==> config.mk <==
export PLATFORM = sky130hd
export DESIGN_NAME = trim_override_and_block_reset_regs
export DESIGN_NICKNAME = d
export VERILOG_FILES = /design/src/hdl/trim_regs_pkg.sv /design/src/hdl/trim_override_and_block_reset_regs.sv
export SDC_FILE = /design/constraint.sdc
export NUM_CORES = 1
export LEC_CHECK = 0
export ABC_AREA = 1
export BUFFER_PORTS_ARGS = -buffer_cell sky130_fd_sc_hd__buf_4
export CAP_MARGIN = 30
export CORE_MARGIN = 2
export CORE_UTILIZATION = 58
export CTS_CLUSTER_SIZE = 30
export DETAILED_ROUTE_END_ITERATION = 7
export HOLD_SLACK_MARGIN = 0.05
export PLACE_DENSITY_LB_ADDON = 0.3
export SLEW_MARGIN = 15
export SYNTH_ARGS = -nofsm -noshare
export SYNTH_HDL_FRONTEND = slang
export SYNTH_SLANG_ARGS = --single-unit
==> constraint.sdc <==
create_clock -name CLK -period 1.8 [get_ports CLK]
set_input_delay 0.27 -clock CLK [delete_from_list [all_inputs] [get_ports CLK]]
set_output_delay 0.27 -clock CLK [all_outputs]
set_load 0.05 [all_outputs]
==> src/hdl/trim_regs_pkg.sv <==
package trim_regs_pkg;

  // ==========================================================
  // Register offsets
  localparam logic [15:0] ADDR_CH1_LP3 = 16'h0304;
  localparam logic [15:0] ADDR_CH1_HP3 = 16'h0305;
  localparam logic [15:0] ADDR_CH1_LP5 = 16'h0306;
  localparam logic [15:0] ADDR_CH1_HP5 = 16'h0307;
  localparam logic [15:0] ADDR_CH2_LP3 = 16'h0308;
  localparam logic [15:0] ADDR_CH2_HP3 = 16'h0309;
  localparam logic [15:0] ADDR_SRCSEL = 16'h0310;
  localparam logic [15:0] ADDR_BLKRST = 16'h1021;

  // ==========================================================
  // Field widths and positions
  localparam int TRIM_W = 5;
  localparam int GATE_W = 4;
  localparam int BIAS_W = 4;
  localparam int LPF_W = 7;
  localparam int SEL_CH2 = 5;
  localparam int SEL_CH1 = 4;
  localparam int SEL_GATE = 3;
  localparam int SEL_IFLIN = 2;
  localparam int SEL_IFMAIN = 1;
  localparam int SEL_LPF = 0;
  localparam int RST_LKD = 6;
  localparam int RST_AUTOCAL = 5;
  localparam int RST_FEEDBACK_DIVIDER = 4;
  localparam int RST_RDIV = 3;
  localparam int RST_OSTG = 2;
  localparam int RST_CORE = 1;
  localparam int RST_ALL = 0;

  // ==========================================================
  // Reset values
  localparam logic [TRIM_W-1:0] TRIM_RESET = 5'h10;
  localparam logic [7:0] SRCSEL_RESET = 8'h00;
  localparam logic [7:0] BLKRST_RESET = 8'hff;
  localparam logic [7:0] RDATA_RESET = 8'h00;

  // ==========================================================
  // Types
  typedef struct packed {
    logic lock_detect_n;
    logic autocal_n;
    logic ref_div_n;
    logic feedback_div_n;
    logic outstage_n;
    logic core_n;
    logic refcnt_n;
  } synth_resets_s;

  typedef struct packed {
    logic [TRIM_W-1:0] ch1_lp3;
    logic [TRIM_W-1:0] ch1_hp3;
    logic [TRIM_W-1:0] ch1_lp5;
    logic [TRIM_W-1:0] ch1_hp5;
    logic [TRIM_W-1:0] ch2_lp3;
    logic [TRIM_W-1:0] ch2_hp3;
    logic [7:0] srcsel;
    logic [7:0] blkrst;
    logic [7:0] rdata;
    logic [TRIM_W-1:0] ch1_out;
    logic [TRIM_W-1:0] ch2_out;
    logic [GATE_W-1:0] gate_out;
    logic [BIAS_W-1:0] lin_out;
    logic [BIAS_W-1:0] main_out;
    logic [LPF_W-1:0] lpf_out;
    synth_resets_s rst_out;
  } regs_s;

  localparam synth_resets_s RESETS_RELEASED = 7'h7f;

  localparam regs_s REGS_RESET = '{
    ch1_lp3: TRIM_RESET, ch1_hp3: TRIM_RESET, ch1_lp5: TRIM_RESET,
    ch1_hp5: TRIM_RESET, ch2_lp3: TRIM_RESET, ch2_hp3: TRIM_RESET,
    srcsel: SRCSEL_RESET, blkrst: BLKRST_RESET, rdata: RDATA_RESET,
    ch1_out: '0, ch2_out: '0, gate_out: '0, lin_out: '0, main_out: '0,
    lpf_out: '0, rst_out: RESETS_RELEASED
  };

endpackage

==> src/hdl/trim_override_and_block_reset_regs.sv <==
`timescale 1ns/100ps
`default_nettype none

module trim_override_and_block_reset_regs (
  input wire logic CLK,
  input wire logic NRST,
  input wire logic REG_WR,
  input wire logic REG_RD,
  input wire logic [15:0] REG_ADDR,
  input wire logic [7:0] REG_WDATA,
  output logic [7:0] REG_RDATA,
  input wire logic AMP_FIVE_VOLT_SELECT,
  input wire logic AMP_HIGH_PERF_SELECT,
  input wire logic [trim_regs_pkg::TRIM_W-1:0] CH1_TRIM_INTERNAL,
  input wire logic [trim_regs_pkg::TRIM_W-1:0] CH2_TRIM_INTERNAL,
  input wire logic [trim_regs_pkg::TRIM_W-1:0] CH2_TRIM_LOWPOW_5V,
  input wire logic [trim_regs_pkg::TRIM_W-1:0] CH2_TRIM_HIGHPERF_5V,
  input wire logic [trim_regs_pkg::GATE_W-1:0] MIXER_GATE_INTERNAL,
  input wire logic [trim_regs_pkg::GATE_W-1:0] MIXER_GATE_OVERRIDE,
  input wire logic [trim_regs_pkg::BIAS_W-1:0] IF_LIN_INTERNAL,
  input wire logic [trim_regs_pkg::BIAS_W-1:0] IF_LIN_OVERRIDE,
  input wire logic [trim_regs_pkg::BIAS_W-1:0] IF_MAIN_INTERNAL,
  input wire logic [trim_regs_pkg::BIAS_W-1:0] IF_MAIN_OVERRIDE,
  input wire logic [trim_regs_pkg::LPF_W-1:0] LOWPASS_INTERNAL,
  input wire logic [trim_regs_pkg::LPF_W-1:0] LOWPASS_OVERRIDE,
  output logic [trim_regs_pkg::TRIM_W-1:0] CH1_TRIM,
  output logic [trim_regs_pkg::TRIM_W-1:0] CH2_TRIM,
  output logic [trim_regs_pkg::GATE_W-1:0] MIXER_GATE,
  output logic [trim_regs_pkg::BIAS_W-1:0] IF_LINEARIZER_BIAS,
  output logic [trim_regs_pkg::BIAS_W-1:0] IF_MAIN_BIAS,
  output logic [trim_regs_pkg::LPF_W-1:0] LOWPASS_TRIM,
  output trim_regs_pkg::synth_resets_s SYNTH_RESET_N
);

  // ==========================================================
  // Helpers
  function automatic logic [trim_regs_pkg::TRIM_W-1:0] pick_trim(
    input logic five,
    input logic hp,
    input logic [trim_regs_pkg::TRIM_W-1:0] lp3,
    input logic [trim_regs_pkg::TRIM_W-1:0] hp3,
    input logic [trim_regs_pkg::TRIM_W-1:0] lp5,
    input logic [trim_regs_pkg::TRIM_W-1:0] hp5
  );
    logic [trim_regs_pkg::TRIM_W-1:0] v;
    if (!five && !hp) begin
      v = lp3;
    end else if (!five && hp) begin
      v = hp3;
    end else if (five && !hp) begin
      v = lp5;
    end else begin
      v = hp5;
    end
    return v;
  endfunction

  function automatic logic [7:0] pad_trim(input logic [trim_regs_pkg::TRIM_W-1:0] t);
    return {3'h0, t};
  endfunction

  trim_regs_pkg::regs_s st_r;
  trim_regs_pkg::regs_s st_nxt;
  logic [trim_regs_pkg::TRIM_W-1:0] ch1_sel_w;
  logic [trim_regs_pkg::TRIM_W-1:0] ch2_sel_w;

  // ==========================================================
  // Next state
  always_comb begin
    st_nxt = st_r;
    if (REG_WR) begin
      if (REG_ADDR == trim_regs_pkg::ADDR_CH1_LP3) begin
        st_nxt.ch1_lp3 = REG_WDATA[trim_regs_pkg::TRIM_W-1:0];
      end else if (REG_ADDR == trim_regs_pkg::ADDR_CH1_HP3) begin
        st_nxt.ch1_hp3 = REG_WDATA[trim_regs_pkg::TRIM_W-1:0];
      end else if (REG_ADDR == trim_regs_pkg::ADDR_CH1_LP5) begin
        st_nxt.ch1_lp5 = REG_WDATA[trim_regs_pkg::TRIM_W-1:0];
      end else if (REG_ADDR == trim_regs_pkg::ADDR_CH1_HP5) begin
        st_nxt.ch1_hp5 = REG_WDATA[trim_regs_pkg::TRIM_W-1:0];
      end else if (REG_ADDR == trim_regs_pkg::ADDR_CH2_LP3) begin
        st_nxt.ch2_lp3 = REG_WDATA[trim_regs_pkg::TRIM_W-1:0];
      end else if (REG_ADDR == trim_regs_pkg::ADDR_CH2_HP3) begin
        st_nxt.ch2_hp3 = REG_WDATA[trim_regs_pkg::TRIM_W-1:0];
      end else if (REG_ADDR == trim_regs_pkg::ADDR_SRCSEL) begin
        st_nxt.srcsel = REG_WDATA;
      end else if (REG_ADDR == trim_regs_pkg::ADDR_BLKRST) begin
        st_nxt.blkrst = REG_WDATA;
      end
    end
    if (REG_RD) begin
      if (REG_ADDR == trim_regs_pkg::ADDR_CH1_LP3) begin
        st_nxt.rdata = pad_trim(st_r.ch1_lp3);
      end else if (REG_ADDR == trim_regs_pkg::ADDR_CH1_HP3) begin
        st_nxt.rdata = pad_trim(st_r.ch1_hp3);
      end else if (REG_ADDR == trim_regs_pkg::ADDR_CH1_LP5) begin
        st_nxt.rdata = pad_trim(st_r.ch1_lp5);
      end else if (REG_ADDR == trim_regs_pkg::ADDR_CH1_HP5) begin
        st_nxt.rdata = pad_trim(st_r.ch1_hp5);
      end else if (REG_ADDR == trim_regs_pkg::ADDR_CH2_LP3) begin
        st_nxt.rdata = pad_trim(st_r.ch2_lp3);
      end else if (REG_ADDR == trim_regs_pkg::ADDR_CH2_HP3) begin
        st_nxt.rdata = pad_trim(st_r.ch2_hp3);
      end else if (REG_ADDR == trim_regs_pkg::ADDR_SRCSEL) begin
        st_nxt.rdata = st_r.srcsel;
      end else if (REG_ADDR == trim_regs_pkg::ADDR_BLKRST) begin
        st_nxt.rdata = st_r.blkrst;
      end else begin
        st_nxt.rdata = 8'h00;
      end
    end
    // Trim set chosen by supply and power mode
    ch1_sel_w = pick_trim(AMP_FIVE_VOLT_SELECT, AMP_HIGH_PERF_SELECT, st_nxt.ch1_lp3,
      st_nxt.ch1_hp3, st_nxt.ch1_lp5, st_nxt.ch1_hp5);
    ch2_sel_w = pick_trim(AMP_FIVE_VOLT_SELECT, AMP_HIGH_PERF_SELECT, st_nxt.ch2_lp3,
      st_nxt.ch2_hp3, CH2_TRIM_LOWPOW_5V, CH2_TRIM_HIGHPERF_5V);
    // Source selection, internal value when bit clear
    st_nxt.ch2_out = st_nxt.srcsel[trim_regs_pkg::SEL_CH2] ? ch2_sel_w
      : CH2_TRIM_INTERNAL;
    st_nxt.ch1_out = st_nxt.srcsel[trim_regs_pkg::SEL_CH1] ? ch1_sel_w
      : CH1_TRIM_INTERNAL;
    st_nxt.gate_out = st_nxt.srcsel[trim_regs_pkg::SEL_GATE] ? MIXER_GATE_OVERRIDE
      : MIXER_GATE_INTERNAL;
    st_nxt.lin_out = st_nxt.srcsel[trim_regs_pkg::SEL_IFLIN] ? IF_LIN_OVERRIDE
      : IF_LIN_INTERNAL;
    st_nxt.main_out = st_nxt.srcsel[trim_regs_pkg::SEL_IFMAIN] ? IF_MAIN_OVERRIDE
      : IF_MAIN_INTERNAL;
    st_nxt.lpf_out = st_nxt.srcsel[trim_regs_pkg::SEL_LPF] ? LOWPASS_OVERRIDE
      : LOWPASS_INTERNAL;
    // Sub-synth_subblock_resets, held while a bit is low
    st_nxt.rst_out.lock_detect_n = st_nxt.blkrst[trim_regs_pkg::RST_LKD];
    st_nxt.rst_out.autocal_n = st_nxt.blkrst[trim_regs_pkg::RST_AUTOCAL];
    st_nxt.rst_out.ref_div_n = st_nxt.blkrst[trim_regs_pkg::RST_RDIV];
    st_nxt.rst_out.feedback_div_n = st_nxt.blkrst[trim_regs_pkg::RST_FEEDBACK_DIVIDER]
      & st_nxt.blkrst[trim_regs_pkg::RST_OSTG] & st_nxt.blkrst[trim_regs_pkg::RST_CORE]
      & st_nxt.blkrst[trim_regs_pkg::RST_ALL];
    st_nxt.rst_out.outstage_n = st_nxt.blkrst[trim_regs_pkg::RST_OSTG]
      & st_nxt.blkrst[trim_regs_pkg::RST_CORE]
      & st_nxt.blkrst[trim_regs_pkg::RST_ALL];
    st_nxt.rst_out.core_n = st_nxt.blkrst[trim_regs_pkg::RST_CORE]
      & st_nxt.blkrst[trim_regs_pkg::RST_ALL];
    st_nxt.rst_out.refcnt_n = st_nxt.blkrst[trim_regs_pkg::RST_ALL];
  end

  // ==========================================================
  // State register
  always_ff @(posedge CLK or negedge NRST) begin
    if (!NRST) begin
      st_r <= trim_regs_pkg::REGS_RESET;
    end else begin
      st_r <= st_nxt;
    end
  end

  assign REG_RDATA = st_r.rdata;
  assign CH1_TRIM = st_r.ch1_out;
  assign CH2_TRIM = st_r.ch2_out;
  assign MIXER_GATE = st_r.gate_out;
  assign IF_LINEARIZER_BIAS = st_r.lin_out;
  assign IF_MAIN_BIAS = st_r.main_out;
  assign LOWPASS_TRIM = st_r.lpf_out;
  assign SYNTH_RESET_N = st_r.rst_out;

  // ==========================================================
  // Checks
  logic quiet_w;
  assign quiet_w = !REG_WR;

  ch1_lp3_use_a: assert property (
    @(posedge CLK) disable iff (!NRST)
    (quiet_w && st_r.srcsel[4] && !AMP_FIVE_VOLT_SELECT && !AMP_HIGH_PERF_SELECT)
    |=> (CH1_TRIM == $past(st_r.ch1_lp3)))
    else $error("ch1 low power 3.3V trim not applied");

  ch1_hp3_use_a: assert property (
    @(posedge CLK) disable iff (!NRST)
    (quiet_w && st_r.srcsel[4] && !AMP_FIVE_VOLT_SELECT && AMP_HIGH_PERF_SELECT)
    |=> (CH1_TRIM == $past(st_r.ch1_hp3)))
    else $error("ch1 high perf 3.3V trim not applied");

  ch1_lp5_use_a: assert property (
    @(posedge CLK) disable iff (!NRST)
    (quiet_w && st_r.srcsel[4] && AMP_FIVE_VOLT_SELECT && !AMP_HIGH_PERF_SELECT)
    |=> (CH1_TRIM == $past(st_r.ch1_lp5)))
    else $error("ch1 low power 5V trim not applied");

  ch1_hp5_use_a: assert property (
    @(posedge CLK) disable iff (!NRST)
    (quiet_w && st_r.srcsel[4] && AMP_FIVE_VOLT_SELECT && AMP_HIGH_PERF_SELECT)
    |=> (CH1_TRIM == $past(st_r.ch1_hp5)))
    else $error("ch1 high perf 5V trim not applied");

  ch2_3v3_use_a: assert property (
    @(posedge CLK) disable iff (!NRST)
    (quiet_w && st_r.srcsel[5] && !AMP_FIVE_VOLT_SELECT)
    |=> (CH2_TRIM == ($past(AMP_HIGH_PERF_SELECT) ? $past(st_r.ch2_hp3)
      : $past(st_r.ch2_lp3))) [*1])
    else $error("ch2 3.3V trim not applied");

  trim_write_rb_a: assert property (
    @(posedge CLK) disable iff (!NRST)
    (REG_WR && !REG_RD && REG_ADDR == trim_regs_pkg::ADDR_CH2_HP3)
    ##1 (REG_RD && !REG_WR && REG_ADDR == trim_regs_pkg::ADDR_CH2_HP3)
    |=> (REG_RDATA == {3'h0, $past(REG_WDATA[4:0], 2)}))
    else $error("ch2 high perf trim readback wrong");

  ch_internal_a: assert property (
    @(posedge CLK) disable iff (!NRST)
    (quiet_w && !st_r.srcsel[5] && !st_r.srcsel[4])
    |=> (CH2_TRIM == $past(CH2_TRIM_INTERNAL)) && (CH1_TRIM == $past(CH1_TRIM_INTERNAL)))
    else $error("channel trim not internal with select clear");

  analog_src_a: assert property (
    @(posedge CLK) disable iff (!NRST)
    quiet_w |=> (MIXER_GATE == ($past(st_r.srcsel[3]) ? $past(MIXER_GATE_OVERRIDE)
      : $past(MIXER_GATE_INTERNAL)))
      && (LOWPASS_TRIM == ($past(st_r.srcsel[0]) ? $past(LOWPASS_OVERRIDE)
      : $past(LOWPASS_INTERNAL))))
    else $error("mixer gate or lowpass source wrong");

  if_src_a: assert property (
    @(posedge CLK) disable iff (!NRST)
    (quiet_w && st_r.srcsel[2] && !st_r.srcsel[1])
    |=> (IF_LINEARIZER_BIAS == $past(IF_LIN_OVERRIDE))
      && (IF_MAIN_BIAS == $past(IF_MAIN_INTERNAL)))
    else $error("IF bias source wrong");

  modulator_rst_a: assert property (
    @(posedge CLK) disable iff (!NRST)
    !st_r.blkrst[0] |-> !SYNTH_RESET_N.refcnt_n && !SYNTH_RESET_N.core_n
      && !SYNTH_RESET_N.outstage_n && !SYNTH_RESET_N.feedback_div_n)
    else $error("modulator reset not spread");

  blkrst_hold_a: assert property (
    @(posedge CLK) disable iff (!NRST)
    $changed(st_r.blkrst) |-> $past(REG_WR && REG_ADDR == trim_regs_pkg::ADDR_BLKRST))
    else $error("block reset register changed without write");

  lock_autocal_rst_a: assert property (
    @(posedge CLK) disable iff (!NRST)
    (REG_WR && REG_ADDR == trim_regs_pkg::ADDR_BLKRST)
    |=> (SYNTH_RESET_N.lock_detect_n == $past(REG_WDATA[trim_regs_pkg::RST_LKD]))
      && (SYNTH_RESET_N.autocal_n == $past(REG_WDATA[trim_regs_pkg::RST_AUTOCAL])))
    else $error("lock detect or autocal reset wrong");

  divider_rst_a: assert property (
    @(posedge CLK) disable iff (!NRST)
    (REG_WR && REG_ADDR == trim_regs_pkg::ADDR_BLKRST)
    |=> (SYNTH_RESET_N.ref_div_n == $past(REG_WDATA[trim_regs_pkg::RST_RDIV]))
      && (SYNTH_RESET_N.feedback_div_n == ($past(REG_WDATA[trim_regs_pkg::RST_FEEDBACK_DIVIDER])
      && (&$past(REG_WDATA[2:0])))))
    else $error("divider reset wrong");

  outstage_rst_a: assert property (
    @(posedge CLK) disable iff (!NRST)
    (REG_WR && REG_ADDR == trim_regs_pkg::ADDR_BLKRST)
    |=> (SYNTH_RESET_N.outstage_n == (&$past(REG_WDATA[2:0]))))
    else $error("modulator output stage reset wrong");

  core_rst_a: assert property (
    @(posedge CLK) disable iff (!NRST)
    (REG_WR && REG_ADDR == trim_regs_pkg::ADDR_BLKRST)
    |=> (SYNTH_RESET_N.core_n == (&$past(REG_WDATA[1:0]))))
    else $error("modulator core reset wrong");

  trim_reserved_a: assert property (
    @(posedge CLK) disable iff (!NRST)
    (REG_RD && REG_ADDR >= trim_regs_pkg::ADDR_CH1_LP3
      && REG_ADDR <= trim_regs_pkg::ADDR_CH2_HP3)
    |=> (REG_RDATA[7:5] == 3'h0))
    else $error("trim register upper bits not zero");

  reset_value_a: assert property (
    @(posedge CLK) disable iff (!NRST)
    $rose(NRST) |-> (st_r.blkrst == trim_regs_pkg::BLKRST_RESET)
      && (SYNTH_RESET_N == trim_regs_pkg::RESETS_RELEASED))
    else $error("synth_subblock_resets not released after reset");

  if_main_src_a: assert property (
    @(posedge CLK) disable iff (!NRST)
    (quiet_w && st_r.srcsel[trim_regs_pkg::SEL_IFMAIN])
    |=> (IF_MAIN_BIAS == $past(IF_MAIN_OVERRIDE)))
    else $error("IF main bias override not applied");

  ch2_5v_use_a: assert property (
    @(posedge CLK) disable iff (!NRST)
    (quiet_w && st_r.srcsel[trim_regs_pkg::SEL_CH2] && AMP_FIVE_VOLT_SELECT)
    |=> (CH2_TRIM == $past(AMP_HIGH_PERF_SELECT ? CH2_TRIM_HIGHPERF_5V : CH2_TRIM_LOWPOW_5V)))
    else $error("ch2 5V trim input not applied");

endmodule

`default_nettype wire

# == After elaboration in Yosys (flattened, before gate mapping) ==
# Index checks and enable logic that the tools add are counted.
# word_totals
reg_bits,90
out_inout_bits,44
word_cells,88
# op_classes
n_eq_ne,8
mux,36
bitwise_logic,13
n_reduce_logical,7
# op_table
operator,n
$eq 16x10->1 const B,7
$mux 8,11
$mux 5,14
$mux 46,1
$mux 41,1
$mux 36,1
$mux 31,1
$mux 26,1
$mux 21,1
$eq 16x13->1 const B,1
$mux 16,1
$mux 4,3
$reduce_and 9->1,1
$reduce_and 8->1,1
$mux 7,1
$not 1->1,7
$and 1x1->1,6
$logic_and 1x1->1,3
$logic_not 1->1,2

# == Longest topological paths before layout ==
# depth
ltp_word,14
mapped_depth,14
mapped_depth_nobuf,13

# == Worst setup path before layout ==
# Ideal clock, no wire load.
# synth_path
path_kind,input-to-reg
start,input port REG_ADDR[11]
end,register st_r (netlist bit CH1_TRIM[1])
setup_time_ps,117
t_arrival_ps,1397
setup_slack_ps,286
stages,11
path_cell_list,nor2_2 -> nand2_1 -> nor2_4 -> buf_6 -> buf_8 -> buf_8 -> nand4_1 -> nand3_1 -> nand3_1 -> nor2_1 -> nor2_1
# synth_lines
element,line,text
start: declaration,trim_override_and_block_reset_regs.sv:9,"input wire logic [15:0] REG_ADDR,"
end signal: assignment,trim_override_and_block_reset_regs.sv:148,st_r <= trim_regs_pkg::REGS_RESET;
end signal: assignment,trim_override_and_block_reset_regs.sv:150,st_r <= st_nxt;
end: declaration,trim_override_and_block_reset_regs.sv:62,trim_regs_pkg::regs_s st_r;

==> results by group <==
Min path
  – Worst Hold End: LOWPASS_TRIM[2]
  – Hold wc startpoint: LOWPASS_INTERNAL[2]
  – Worst min path class: primary input to register
  – Hold Path Depth: 3

GRT
  – Initial antenna violation count: 0
  – GRT Overall Usage: 28.75%
  – Vias in the first global route: 4698
  – GR Overflow Total: 0
  – Largest net degree at the start of global routing: 40
  – First-pass GRT wire length: 22300 um

Outcome
  – Status: finished, final reports clean

STA
  – Worst-Margin Slew: 0.5152 ns
  – Final period demand of the worst path: 1.483 ns
  – RSZ-0062 raised after global routing: false
  – Final period utilization: 82.38%
  – Slew headroom: 65.65%
  – Max Clk Rate: 0.6744 GHz
  – Slew Limit Fails: 0
  – Worst Clk Skew: 0.008257 ns
  – Min Hold Slack: 0.1040 ns
  – Final hold violation count: 0
  – Final setup TNS: 0 ns
  – Setup violators final: 0

Route
  – Wire length per cell: 14.82 um
  – Routed Antenna Nets: 0
  – Pre-antenna DRT Iters: 5
  – Vias: 4889
  – 1st-iter DRT viols: 302
  – Final WL: 13740 um
  – DRC viols: 0
  – Via density: 5.274

Yosys
  – Synth area leader: dfrtp_1
  – Area share of the leading cell type in the synthesized netlist: 33.44%
  – Cells taking the most area after synthesis: dfrtp_1 33%, nand2_1 21%, dfstp_2 8.7%, buf_4 6.5%, nand3_1 6.1%
  – Predominant post-synthesis flop cell: dfrtp_1
  – Syn Std Cell Area: 5164 um2
  – Post-synthesis compound-gate area fraction: 6.809%
  – Syn_nets: 799
  – Synth Register Bits: 86
  – Synth Area in Adders: 0%
  – Avg Inst Size Synth: 7.263 um2
  – Syn Inst Count: 711
  – Netlist cell types: 34
  – Post-synthesis sequential area ratio: 42.09%
  – Most numerous cell in the Yosys netlist: nand2_1
  – FFs w/ async S/R, synth: 100.0%
  – Synth Area in Simple Gates: 37.87%
  – Ys Warns: 0
  – Largest family of logic cells by synthesized area: simple AND/OR/NAND/NOR gates
  – Post-synth EDFFs: 0
  – Post-synthesis mux area share: 0%
  – XOR/XNOR share of the synthesized area: 0%
  – Synth cell count leaders: 292 x nand2_1, 69 x dfrtp_1, 63 x nand3_1

Finish
  – Inserted Diodes: 0
  – Multi-input gate area: 2307 um2
  – Share of cells above drive strength 1: 28.33%
  – Flip-flop and latch area: 2173 um2
  – Post-route cell area: 6270 um2
  – Finished Layout Cells: 927
  – Final net count: 902
  – # fillers: 715
  – Area added between synthesis and finish: 21.42%

Setup path
  – Reg2reg start: st_r[44]
  – R2r endpoint: SYNTH_RESET_N[3]
  – Required @ worst endpoint: 2.05 ns
  – R2r worst-path depth: 6
  – WP data arrival: 1.74 ns
  – R2R setup slack: 0.55 ns
  – CP endpoint kind: register
  – Crit Path Class: primary input to register
  – CP max FO: 28
  – CP Launch Type: primary input

Pwr
  – Total Power: 0.005008 W
  – P per Cell Area: 798.7 nW/um2
  – Maximum VDD drop: 483.9 uV
  – Pleak: 3.451 nW

Placed design
  – PortBufs: 131
  – HPWL after detailed placement: 10490 um
  – Placed Area: 6027 um2
  – Placer Congestion: 0.8821
  – Placed cell count: 910

Die
  – # IOs: 132
  – Starting Density: 59.50%
  – Die X-Extent: 98.36 um
  – Die Y: 98.36 um
  – Row cnt: 34
  – Core area: 8678 um2
  – Die area: 9674 um2

Clocking
  – Post_cts resized: 0
  – Setup bufs post-CTS: 0
  – Clock slew at reported path FFs: 0.09 ns
  – Clock buffer depth: 2
  – Htree depth: 3
  – CTS tree: built
  – Sink Count: 86
  – CTS root buf: clkbuf_8
  – Clock Latency Late Sink: 0.36 ns
  – Num CTS Buffers: 9

Run
  – Max Cap Viol: 0
==> cells in the final DEF, fill, tap and decap left out, drive strengths merged, types with 4 or more instances in the layout <==
cell and instances:
nand3 67, inv 68, clkbuf 11, and2 4
a21oi 14, dfrtp 69, nor2 58, buf 150
nand2 300, nand4 6, dfstp 17, o21ai 36
==> area by class of cell <==
cell class	count	area share (%)
Clock buffer	11	2.415
Clock inverter	5	1.297
Inverter	69	4.151
Multi-Input combinational cell	497	36.80
Sequential cell	86	34.66
Tap cell	108	2.155
Timing Repair Buffer	151	18.52
==> worst max path at each step <==
| stage | start | to | slack (ns) | depth (start not counted) |
|---|---|---|---|---|
| after detailed placement | REG_ADDR[11] | CH1_TRIM[1] | -0.05 | 12 |
| after floorplan | REG_ADDR[11] | CH1_TRIM[1] | 0.29 | 11 |
| after global routing | REG_ADDR[11] | LOWPASS_TRIM[0] | 0.18 | 12 |
| after CTS | REG_ADDR[11] | CH1_TRIM[1] | 0.33 | 12 |
| after global placement | REG_ADDR[11] | CH1_TRIM[4] | 0.06 | 12 |
| final | REG_ADDR[11] | CH1_TRIM[1] | 0.32 | 12 |
==> through the flow <==
stage | setup slack (ns) | util [%]
final | 0.3172 | 72.25
after detailed placement | -0.04626 | 69.45
after global routing | 0.1781 | 72.25
after CTS | 0.3336 | 72.25
after global placement | 0.05686 | 69.45
after floorplan | 0.2860 | -
==> metal layers <==
layer	global-route usage, %	wire length, um	up-vias
met5	0	0	-
met4	10.22	303	0
met3	4.438	1005	30
met2	49.03	6707	211
met1	37.35	5718	2269
li1	-	-	2379
==> sequential cells by signal (all words and copies together), names as in the netlist <==
name / flops
MIXER_GATE: 4
SYNTH_RESET_N: 3
IF_MAIN_BIAS: 4
IF_LINEARIZER_BIAS: 4
REG_RDATA: 8
LOWPASS_TRIM: 7
st_r: 46
CH1_TRIM: 5
CH2_TRIM: 5
==> critical path: stages <==
cell     delay (ns)
buf_4          0.11
nor2_2         0.11
nand2_1        0.12
nor2_4         0.14
buf_12         0.19
nand2_4        0.10
nand2_1        0.08
nand2_2        0.06
a21oi_4        0.23
nand3_1        0.12
nor2_1         0.12
nor2_1         0.06
==> logic make-up (layout without fill, tap and decap cells) <==
group / after synthesis / count (layout)
AND/OR/NAND/NOR: 441 / 441
flip-flops: 86 / 86
AO/OA/AOI/OAI: 56 / 56
buffers and inverters: 128 / 236
==> power by group <==
group | total [W] | internal, W | switching [W] | leakage (nW)
Combinational | 0.00129 | 0.000423 | 0.000870 | 2.31
Sequential | 0.00216 | 0.00210 | 0.0000675 | 1.02
Clock | 0.00155 | 0.000857 | 0.000694 | 0.116
Total | 0.00501 | 0.00338 | 0.00163 | 3.45
==> timing repair <==
action                                 in CTS  in global routing
setup endpoints to repair                   0                  0
hold buffers                                1                  0
endpoints found under the hold margin      24                  0
No activity file was read; power rests on OpenSTA's default activity.
